===== src/hdl/uoscrt_consts.svh =====
// Notes on behaviour
// A clear line polarity bit swaps the data-plus and data-minus signals, a set bit keeps them as named.
// The bias resistor off bit at position 3 keeps the oscillator bias resistor on when clear and turns it off when set.
// A set oscillator off bit at position 2 stops the oscillator, floats its output pin and holds its core clock low.
// Access width code 1h allows high byte accesses, 2h low byte accesses, and 3h is reserved.
// Access width code 0 allows full word accesses to the USB module.
// The RTC domain has no dynamic clock gating and its clock runs whenever its oscillator runs.
// With the RTC oscillator disabled the RTC registers from I/O address 1900h cannot be reached, though the RTC stays powered.
// The RTC power register at 1930h controls regulator power down, the wake pin and the RTC clock output pin.
// After clearing the oscillator off bit, software waits for the oscillator to settle before ungating the USB peripheral clock.
`ifndef UOSCRT_CONSTS_SVH
`define UOSCRT_CONSTS_SVH
`define UOSCRT_USB_SCR_ADDR   16'h1C32
`define UOSCRT_RTC_BASE_ADDR  16'h1900
`define UOSCRT_RTC_LAST_ADDR  16'h19FF
`define UOSCRT_RTC_PMGT_ADDR  16'h1930
`define UOSCRT_SCR_RESET      16'hA04C
`define UOSCRT_SCR_WMASK      16'hF04F
`define UOSCRT_PMGT_RESET     16'h0010
`define UOSCRT_PMGT_WMASK     16'h001F
`define UOSCRT_POL_BIT        6
`define UOSCRT_BIAS_BIT       3
`define UOSCRT_OSC_BIT        2
`define UOSCRT_BM_LSB         0
`define UOSCRT_WAKE_BIT       4
`define UOSCRT_CLKOUT_BIT     3
`define UOSCRT_LDO_LSB        0
`endif


===== src/hdl/uoscrt_pkg.sv =====
package uoscrt_pkg;
  typedef enum logic [1:0] {
    UOSCRT_WORD,
    UOSCRT_HIGH_BYTE,
    UOSCRT_LOW_BYTE,
    UOSCRT_RSVD
  } uoscrt_width_e;
  typedef struct packed {
    logic        wr;
    logic        rd;
    logic [15:0] addr;
    logic [15:0] wdata;
  } uoscrt_req_s;
  typedef struct packed {
    logic        usb_pwdn;
    logic        sess_end_en;
    logic        vbus_det_en;
    logic        pll_force;
    logic        usb_line_polarity_select;
    logic        usb_osc_bias_resistor_off;
    logic        usb_osc_off;
    uoscrt_width_e cpu_access_width_select;
  } uoscrt_usb_ctrl_s;
endpackage


===== src/hdl/uoscrt_reg.sv =====
`timescale 1ns/1ps
`include "uoscrt_consts.svh"
module uoscrt_reg #(
  parameter logic [15:0] RESET_VAL = 16'h0000,
  parameter logic [15:0] WMASK     = 16'hFFFF
) (
  // Clock and reset
  input  wire logic        clk_sys_i,
  input  wire logic        resetn_i,
  // Write port
  input  wire logic        we_i,
  input  wire logic [15:0] wdata_i,
  // Stored value
  output logic      [15:0] q_o
);
  logic [15:0] q_r;
  logic [15:0] q_nxt;
  // Only writable bits take new data; reserved bits keep reset value
  assign q_nxt = we_i ? ((wdata_i & WMASK) | (RESET_VAL & ~WMASK)) : q_r;
  // Storage
  always_ff @(posedge clk_sys_i) begin
    if (!resetn_i) q_r <= RESET_VAL;
    else q_r <= q_nxt;
  end
  assign q_o = q_r;
endmodule // uoscrt_reg


===== src/hdl/uoscrt_top.sv =====
`timescale 1ns/1ps
`include "uoscrt_consts.svh"
module uoscrt_top (
  // Clock and reset
  input  wire logic                     clk_sys_i,
  input  wire logic                     resetn_i,
  // I/O register access
  input  wire uoscrt_pkg::uoscrt_req_s  io_req_i,
  output logic                          io_ack_o,
  output logic [15:0]                   io_rdata_o,
  // RTC oscillator strap, high when the crystal is fitted
  input  wire logic                     rtc_osc_present_i,
  input  wire logic                     rtc_osc_clk_i,
  output logic                          rtc_clk_o,
  // USB data lines from the core and to the pins
  input  wire logic                     core_dp_i,
  input  wire logic                     core_dm_i,
  output logic                          pin_dp_o,
  output logic                          pin_dm_o,
  // USB oscillator
  input  wire logic                     usb_osc_input_pin_i,
  output logic                          usb_osc_output_pin_o,
  output logic                          usb_osc_output_pin_oe_o,
  output logic                          usb_osc_run_o,
  output logic                          usb_osc_bias_en_o,
  output logic                          usb_osc_core_clk_o,
  // USB module control and access width
  output uoscrt_pkg::uoscrt_usb_ctrl_s  usb_ctrl_o,
  output logic                          usb_word_access_o,
  output logic                          usb_high_byte_o,
  output logic                          usb_low_byte_o,
  // RTC power control pins
  output logic [2:0]                    ldo_pwrdn_o,
  output logic                          wake_pin_o,
  output logic                          wake_pin_oe_o,
  output logic                          rtc_clock_out_pin_o
);
  import uoscrt_pkg::*;

  logic [15:0] usb_sys_ctrl_reg;
  logic [15:0] rtc_power_ctrl_reg;
  logic [15:0] rdata_r;
  logic [15:0] rdata_nxt;
  logic        ack_r;
  logic        rtc_osc_present_r;
  logic        strap_taken_r;
  logic        cpol_r;
  logic [1:0]  width_code;
  logic        hit_scr;
  logic        hit_rtc_range;
  logic        hit_pmgt;
  logic        rtc_ok;
  logic        osc_off;

  // Strap is caught once after reset release
  always_ff @(posedge clk_sys_i) begin
    if (!resetn_i) begin
      strap_taken_r     <= 1'b0;
      rtc_osc_present_r <= 1'b0;
    end else if (!strap_taken_r) begin
      strap_taken_r     <= 1'b1;
      rtc_osc_present_r <= rtc_osc_present_i;
    end
  end

  // Address decode
  assign hit_scr       = io_req_i.addr == `UOSCRT_USB_SCR_ADDR;
  assign hit_rtc_range = io_req_i.addr >= `UOSCRT_RTC_BASE_ADDR &&
                         io_req_i.addr <= `UOSCRT_RTC_LAST_ADDR;
  assign rtc_ok        = rtc_osc_present_r;
  assign hit_pmgt      = io_req_i.addr == `UOSCRT_RTC_PMGT_ADDR && rtc_ok;

  // USB system control register
  uoscrt_reg #(
    .RESET_VAL (`UOSCRT_SCR_RESET),
    .WMASK     (`UOSCRT_SCR_WMASK)
  ) u_scr (
    .clk_sys_i (clk_sys_i),
    .resetn_i  (resetn_i),
    .we_i      (io_req_i.wr && hit_scr),
    .wdata_i   (io_req_i.wdata),
    .q_o       (usb_sys_ctrl_reg)
  );

  // RTC power control register, blocked without the RTC oscillator
  uoscrt_reg #(
    .RESET_VAL (`UOSCRT_PMGT_RESET),
    .WMASK     (`UOSCRT_PMGT_WMASK)
  ) u_pmgt (
    .clk_sys_i (clk_sys_i),
    .resetn_i  (resetn_i),
    .we_i      (io_req_i.wr && hit_pmgt),
    .wdata_i   (io_req_i.wdata),
    .q_o       (rtc_power_ctrl_reg)
  );

  // Read mux; unreachable RTC space reads zero
  assign rdata_nxt = hit_scr  ? usb_sys_ctrl_reg :
                     hit_pmgt ? rtc_power_ctrl_reg : 16'h0000;

  // Read data and acknowledge
  always_ff @(posedge clk_sys_i) begin
    if (!resetn_i) begin
      rdata_r <= 16'h0000;
      ack_r   <= 1'b0;
    end else begin
      ack_r <= (io_req_i.rd || io_req_i.wr) &&
               (hit_scr || hit_pmgt || !hit_rtc_range);
      if (io_req_i.rd) rdata_r <= rdata_nxt;
    end
  end
  assign io_ack_o   = ack_r;
  assign io_rdata_o = rdata_r;

  // Control fields
  assign usb_ctrl_o.usb_pwdn    = usb_sys_ctrl_reg[15];
  assign usb_ctrl_o.sess_end_en = usb_sys_ctrl_reg[14];
  assign usb_ctrl_o.vbus_det_en = usb_sys_ctrl_reg[13];
  assign usb_ctrl_o.pll_force   = usb_sys_ctrl_reg[12];
  assign usb_ctrl_o.usb_line_polarity_select =
    usb_sys_ctrl_reg[`UOSCRT_POL_BIT];
  assign usb_ctrl_o.usb_osc_bias_resistor_off =
    usb_sys_ctrl_reg[`UOSCRT_BIAS_BIT];
  assign usb_ctrl_o.usb_osc_off = usb_sys_ctrl_reg[`UOSCRT_OSC_BIT];
  assign width_code = usb_sys_ctrl_reg[`UOSCRT_BM_LSB +: 2];
  assign usb_ctrl_o.cpu_access_width_select = uoscrt_width_e'(width_code);

  // Data line polarity
  assign pin_dp_o = usb_sys_ctrl_reg[`UOSCRT_POL_BIT] ? core_dp_i
                                                      : core_dm_i;
  assign pin_dm_o = usb_sys_ctrl_reg[`UOSCRT_POL_BIT] ? core_dm_i
                                                      : core_dp_i;

  // Oscillator bias and enable
  assign usb_osc_bias_en_o = !usb_sys_ctrl_reg[`UOSCRT_BIAS_BIT];
  assign osc_off           = usb_sys_ctrl_reg[`UOSCRT_OSC_BIT];
  assign usb_osc_run_o     = !osc_off;
  assign usb_osc_output_pin_oe_o = !osc_off;
  assign usb_osc_output_pin_o    = !osc_off && !usb_osc_input_pin_i;

  // Core clock held low while stopped (restart enable registered on clk_sys_i)
  always_ff @(posedge clk_sys_i) begin
    if (!resetn_i) cpol_r <= 1'b0;
    else cpol_r <= !osc_off;
  end
  assign usb_osc_core_clk_o = cpol_r && !osc_off && usb_osc_input_pin_i;

  // Access width decode
  assign usb_word_access_o = width_code == UOSCRT_WORD;
  assign usb_high_byte_o   = width_code == UOSCRT_HIGH_BYTE;
  assign usb_low_byte_o    = width_code == UOSCRT_LOW_BYTE;

  // RTC clock passes ungated whenever its oscillator runs
  assign rtc_clk_o = rtc_osc_clk_i;

  // RTC power control outputs
  assign ldo_pwrdn_o   = rtc_power_ctrl_reg[`UOSCRT_LDO_LSB +: 3];
  assign rtc_clock_out_pin_o = rtc_power_ctrl_reg[`UOSCRT_CLKOUT_BIT];
  assign wake_pin_o    = 1'b0;
  assign wake_pin_oe_o = !rtc_power_ctrl_reg[`UOSCRT_WAKE_BIT];
endmodule // uoscrt_top


===== config.mk =====
export PLATFORM = sky130hd
export DESIGN_NAME = uoscrt_top
export DESIGN_NICKNAME = d
export VERILOG_FILES = /design/src/hdl/uoscrt_pkg.sv /design/src/hdl/uoscrt_reg.sv /design/src/hdl/uoscrt_top.sv
export VERILOG_INCLUDE_DIRS = /design/src /design/src/hdl
export SDC_FILE = /design/constraint.sdc
export NUM_CORES = 1
export LEC_CHECK = 0
export ABC_AREA = 1
export BUFFER_PORTS_ARGS = -buffer_cell sky130_fd_sc_hd__buf_2
export CAP_MARGIN = 5
export CORE_MARGIN = 2
export CORE_UTILIZATION = 44
export CTS_CLUSTER_SIZE = 8
export DETAILED_ROUTE_END_ITERATION = 12
export PLACE_DENSITY = 0.8
export SYNTH_ARGS = -nofsm -noshare
export SYNTH_HDL_FRONTEND = slang
export SYNTH_SLANG_ARGS = --single-unit

===== constraint.sdc =====
create_clock -name clk_sys_i -period 1.2 [get_ports clk_sys_i]
set_clock_uncertainty 0.05 [all_clocks]
set_input_delay 0.24 -clock clk_sys_i [delete_from_list [all_inputs] [get_ports clk_sys_i]]
set_output_delay 0.24 -clock clk_sys_i [all_outputs]
set_load 0.01 [all_outputs]

==> results of run 1 <==
[layout by cell type, fill, tap and decap left out]
cell,synthesis,final
a21oi_1,9,9
buf_12,0,2
buf_2,1,63
buf_4,12,8
buf_6,2,6
bufinv_16,0,1
clkbuf_4,0,3
conb_1,1,7
dfxtp_1,28,18
dfxtp_2,0,5
dfxtp_4,0,5
inv_1,37,30
inv_2,3,9
inv_4,0,1
nand2_1,46,43
nand2_2,4,7
nand3_1,15,15
nand3_2,3,2
nand3_4,1,2
nand3b_1,1,1
nand4_1,14,14
nor2_1,36,30
nor2_2,3,9
nor2_4,5,5
o21ai_0,7,5
o21ai_1,0,1
o21ai_2,0,1
[cell type report]
type                            instances  area (um2)  share of cell area, %
Clock buffer                            3       22.52                  1.074
Clock inverter                          1       30.03                  1.432
Inverter                               40       152.6                  7.279
Multi-Input combinational cell        151       765.7                  36.52
Sequential cell                        28       585.6                  27.92
Tap cell                               46       57.56                  2.745
Timing Repair Buffer                   79       483.0                  23.03
[critical path: stages, from the launching register on]
cell	delay (ns)
dfxtp_4	0.40
nor2_2	0.03
a21oi_1	0.10
buf_2	0.14
[registers in the layout (all words and copies together), names as in the netlist]
register and flops:
io_rdata_o 10, u_scr.q_o 9, u_pmgt.q_o 5, cpol_r 1, io_ack_o 1, rtc_ok 1
strap_taken_r 1
[metal layers]
metal / share of wire (%) / wire length [um] / up-vias
met5: 0 / 0 / -
li1: - / - / 840
met1: 43 / 1629 / 747
met3: 4.4 / 164 / 2
met2: 52 / 1950 / 40
met4: 0.37 / 14 / 0
[report_power, final]
part	switching [mW]	internal (mW)	total, mW
sequential	0.00586	0.932	0.937
clock	0.272	0.338	0.610
combinational	0.125	0.0835	0.208
[repair_timing]
item,CTS,global route
hold endpoints to repair,0,0
setup buffers,4,2
pin swaps,11,9
gates resized for setup,19,23
endpoints found under the setup margin,20,27
[worst paths after layout]
path | start | endpoint | slack, ns | cells past startpoint
min | io_req_i[15] | u_scr.q_o[15]$_SDFFE_PN1P_ | 0.05 | 3
max reg2reg | rtc_ok$_SDFFE_PN0N_ | u_pmgt.q_o[3]$_SDFFE_PN0P_ | -0.05 | 8
max | u_scr.q_o[6]$_SDFFE_PN1P_ | pin_dp_o | -0.1 | 3
min reg2reg | strap_taken_r$_DFF_P_ | rtc_ok$_SDFFE_PN0N_ | 0.38 | 1
[per-stage QoR]
stage / cell area, um2 / TNS (ns) / hold slack (ns) / worst slack [ns] / total power, mW
2_1_floorplan: 1572 / 0 / 0.2177 / 0.09307 / 1.091
3_3_place_gp: 1903 / -1.634 / 0.3602 / -0.1012 / 1.160
3_5_place_dp: 1903 / -2.108 / 0.3639 / -0.1234 / 1.163
4_1_cts: 2017 / -0.5017 / 0.03926 / -0.1111 / 1.761
5_1_grt: 2097 / -1.478 / 0.03327 / -0.1774 / 1.840
6_report: 2097 / -0.4892 / 0.04663 / -0.09644 / 1.756
[cell families (layout without fill, tap and decap cells)]
family / Yosys count / count (layout) / share of synthesized area, %
and+or+nand+nor: 128 / 128 / 40.39
buffers and inverters: 58 / 123 / 18.01
DFF: 28 / 28 / 36.19
AOI/OAI and AO/OA: 16 / 16 / 5.169
other: 1 / 7 / 0.2421
==> impl_metrics.py, run 1 <==
metrics = {
    "run_status": {
        "status": "complete, but fails checks",
        "violations": "setup timing",
    },
    "pwr": {
        "p_leak_nw": 1.066,
        "peakVddDrop_uv": 436.6,
        "power_density_nw_per_um2": 837.3,
    },
    "synthesis": {
        "ys.flop_type": "dfxtp_1",
        "netlist_area_um2": 1549,
        "avgSynthCellArea_um2": 6.706,
        "synth_area_leaders": "dfxtp_1, nand2_1, inv_1",
        "ys_async_sr_fraction_pct": 0,
        "synth.largest_area_cell": "dfxtp_1",
        "synth_edf_count": 0,
        "synth_warnings": 0,
        "yosysSeqAreaShare_pct": 36.19,
        "synth_cell_types": 21,
        "synth_commonest_cells": "nand2_1, inv_1, nor2_1, dfxtp_1, nand3_1",
        "synth.most_common_cell": "nand2_1",
        "ys_ff_latch": 28,
        "synth_cells": 231,
        "synth_top_area_share_pct": 36.19,
    },
    "critical_path": {
        "crit_required_ns": 0.91,
        "crit_arrival_ns": 1.01,
        "cp-start-kind": "register",
        "critPathKind": "reg2out",
        "crit_fanout": 6,
        "worstSetupEndpointType": "output pin",
    },
    "die": {
        "die_area_um2": 4011,
        "rows": 21,
        "dieWidth_um": 63.34,
        "die-height_um": 63.34,
        "start_util_pct": 46.06,
        "core_area_um2": 3363,
        "ios": 84,
    },
    "drt": {
        "drc": 0,
        "drt_iter0_markers": 89,
        "firstDrtPassIters": 4,
        "drt_wl_total_um": 3759,
        "num_vias": 1629,
        "avgViaCountPerCell": 4.681,
        "wl_per_cell_um": 10.80,
        "ant_nets": 0,
    },
    "clock_network": {
        "clock_sinks": 28,
        "root_buffer": "clkbuf_4",
        "cts_made_buffers": 3,
        "cts_tree": "yes",
        "clk_path_buf_depth": 2,
        "insertion_delay_ns": 0.33,
        "h-tree-depth": 1,
        "hold_buffers": 0,
        "cts.clk_slew.worst_paths_ns": 0.15,
    },
    "timing": {
        "timing.fmax_mhz": 771.3,
        "period_share_pct": 108.0,
        "hold_viol_final": 0,
        "drv_slew": 0,
        "rsz0062_at_grt": "true",
        "min_period_ns": 1.296,
        "fin_ws_ns": -0.09644,
        "finalSetupViolations": 10,
    },
    "placement": {
        "gp_congestion": 0.8021,
        "dp_hpwl_um": 2723,
        "io_buffers": 68,
        "place_inst": 338,
    },
    "grt": {
        "busiest_layer": "met2",
        "met3_usage_pct": 3.929,
        "grt_pass1_wl_um": 6141,
        "grt_start_max_net_pins": 18,
        "track_usage_pct": 18.71,
        "antenna_found_initial": 0,
        "met1_usage_pct": 21.43,
        "met2_usage_pct": 35.26,
        "grt-ovfl-total": 0,
        "grt_pass1_vias": 1520,
    },
    "layout": {
        "nets": 344,
        "utilization_pct": 62.35,
        "final_cells": 348,
        "syn2layout_area_growth_pct": 35.38,
        "fill_cells": 336,
        "drive_gt1_share_pct": 42.72,
        "num_antenna_cells": 0,
    },
    "run": {
        "cap_viol_max_count": 0,
    },
    "hold_path": {
        "hp-class": "in2reg",
    },
}
Power figures use the tool's default switching activity.
==> inputs of run 2 (changes only) <==
- CORE_UTILIZATION: 44 -> 49
- CTS_BUF_LIST: unset -> sky130_fd_sc_hd__clkbuf_8
- PLACE_DENSITY: 0.8 -> 0.88
- clock period: 1.2 -> 1.7 ns (I/O delays scaled with it)
==> impl_metrics.py, run 2 (synthesis results as in run 1) <==
metrics = {
    "run_status": {
        "status": "finished, final reports clean",
    },
    "drt": {
        "ant_nets": 0,
        "avgViaCountPerCell": 4.688,
        "num_vias": 1580,
        "drc": 0,
        "wl_per_cell_um": 10.50,
        "firstDrtPassIters": 4,
        "drt_iter0_markers": 43,
        "drt_wl_total_um": 3539,
    },
    "timing": {
        "drv_slew": 0,
        "setup_tns_ns": 0,
        "fin_ws_ns": 0.2902,
        "rsz0062_at_grt": "false",
        "hold_viol_final": 0,
        "timing.fmax_mhz": 709.3,
        "finalSetupViolations": 0,
        "min_period_ns": 1.410,
        "period_share_pct": 82.93,
        "holdWs_ns": 0.2074,
    },
    "grt": {
        "grt-ovfl-total": 0,
        "grt_pass1_wl_um": 5685,
        "antenna_found_initial": 0,
        "grt_pass1_vias": 1383,
        "track_usage_pct": 20.66,
        "grt_start_max_net_pins": 23,
    },
    "critical_path": {
        "worstSetupEndpointType": "output pin",
        "critPathKind": "reg2out",
        "crit_required_ns": 1.31,
        "r2r_slack_ns": 0.40,
        "crit_arrival_ns": 1.02,
        "cp-start-kind": "register",
        "crit_fanout": 7,
    },
    "placement": {
        "io_buffers": 68,
        "gp_congestion": 0.8341,
        "post_dp_cell_area_um2": 1853,
        "place_ws_ns": 0.2192,
        "dp_hpwl_um": 2733,
    },
    "clock_network": {
        "insertion_delay_ns": 0.27,
        "hold_buffers": 0,
        "cts.clk_slew.worst_paths_ns": 0.10,
        "root_buffer": "clkbuf_8",
        "cts_made_buffers": 3,
        "clk_path_buf_depth": 2,
        "h-tree-depth": 1,
        "clock_sinks": 28,
        "postCtsSetupRepairBufs": 0,
        "cts_tree": "yes",
        "post_cts_resized": 0,
    },
    "pwr": {
        "p_leak_nw": 1.020,
        "power_density_nw_per_um2": 691.5,
        "peakVddDrop_uv": 481.4,
    },
    "layout": {
        "utilization_pct": 63.55,
        "nets": 335,
        "layout.cells.most_common_list": "buf_2, nand2_1, inv_1",
        "num_antenna_cells": 0,
        "finish.instance_area_um2": 1924,
        "drive_gt1_share_pct": 31.74,
        "syn2layout_area_growth_pct": 24.23,
        "layout_commonest_cell": "buf_2",
        "largest_reg_flops": 10,
    },
    "die": {
        "ios": 84,
        "dieWidth_um": 60.23,
        "core_area_um2": 3028,
        "die-height_um": 60.23,
        "rows": 20,
        "start_util_pct": 51.16,
        "die_area_um2": 3627,
    },
    "hold_path": {
        "hp-class": "in2reg",
    },
    "run": {
        "cap_viol_max_count": 0,
    },
}
-- run 2: cell count changes in the layout (fill, tap and decap cells not counted), sizes merged --
cell  before  now
buf       79   70
-- run 2: area by class of cell --
cell class / instances / area (um2)
fillers: 266 / 1104
multi-input cells: 151 / 732.0
flip-flops and latches: 28 / 560.5
repair buffers: 70 / 355.3
inverters: 40 / 150.1
well taps: 44 / 55.05
clock buffers: 3 / 41.29
clock inverters: 1 / 30.03
-- run 2: final timing paths --
check | start | end | cells past startpoint
setup reg to reg | rtc_ok$_SDFFE_PN0N_ | u_pmgt.q_o[0]$_SDFFE_PN0P_ | 8
hold reg to reg | strap_taken_r$_DFF_P_ | rtc_ok$_SDFFE_PN0N_ | 1
hold / removal | io_req_i[15] | u_scr.q_o[15]$_SDFFE_PN1P_ | 3
setup / recovery | u_scr.q_o[6]$_SDFFE_PN1P_ | pin_dp_o | 3
-- run 2: report_power, final --
group / leakage (nW) / switching, mW / internal, mW
sequential: 0.227 / 0.00361 / 0.664
clock: 0.0357 / 0.210 / 0.316
combinational: 0.757 / 0.0850 / 0.0526
-- run 2: worst max-delay path: stages (launching register included) --
cell     delay, ns
dfxtp_1       0.43
nor2_1        0.07
a21oi_1       0.10
buf_2         0.14
-- run 2: per-layer routing --
layer | up-vias | global-route usage [%] | routed length [um]
met3 | 8 | 4.113 | 225
met2 | 67 | 36.49 | 1717
met1 | 686 | 24.15 | 1532
met5 | - | 0 | 0
li1 | 819 | - | -
met4 | 0 | 8.254 | 65
-- run 2: through the flow --
step                      std cells  total power, mW
after global placement          333           0.8170
after CTS                       337            1.337
final                           337            1.331
after detailed placement        333           0.8204
after global routing            337            1.375
after floorplan                 237           0.7701
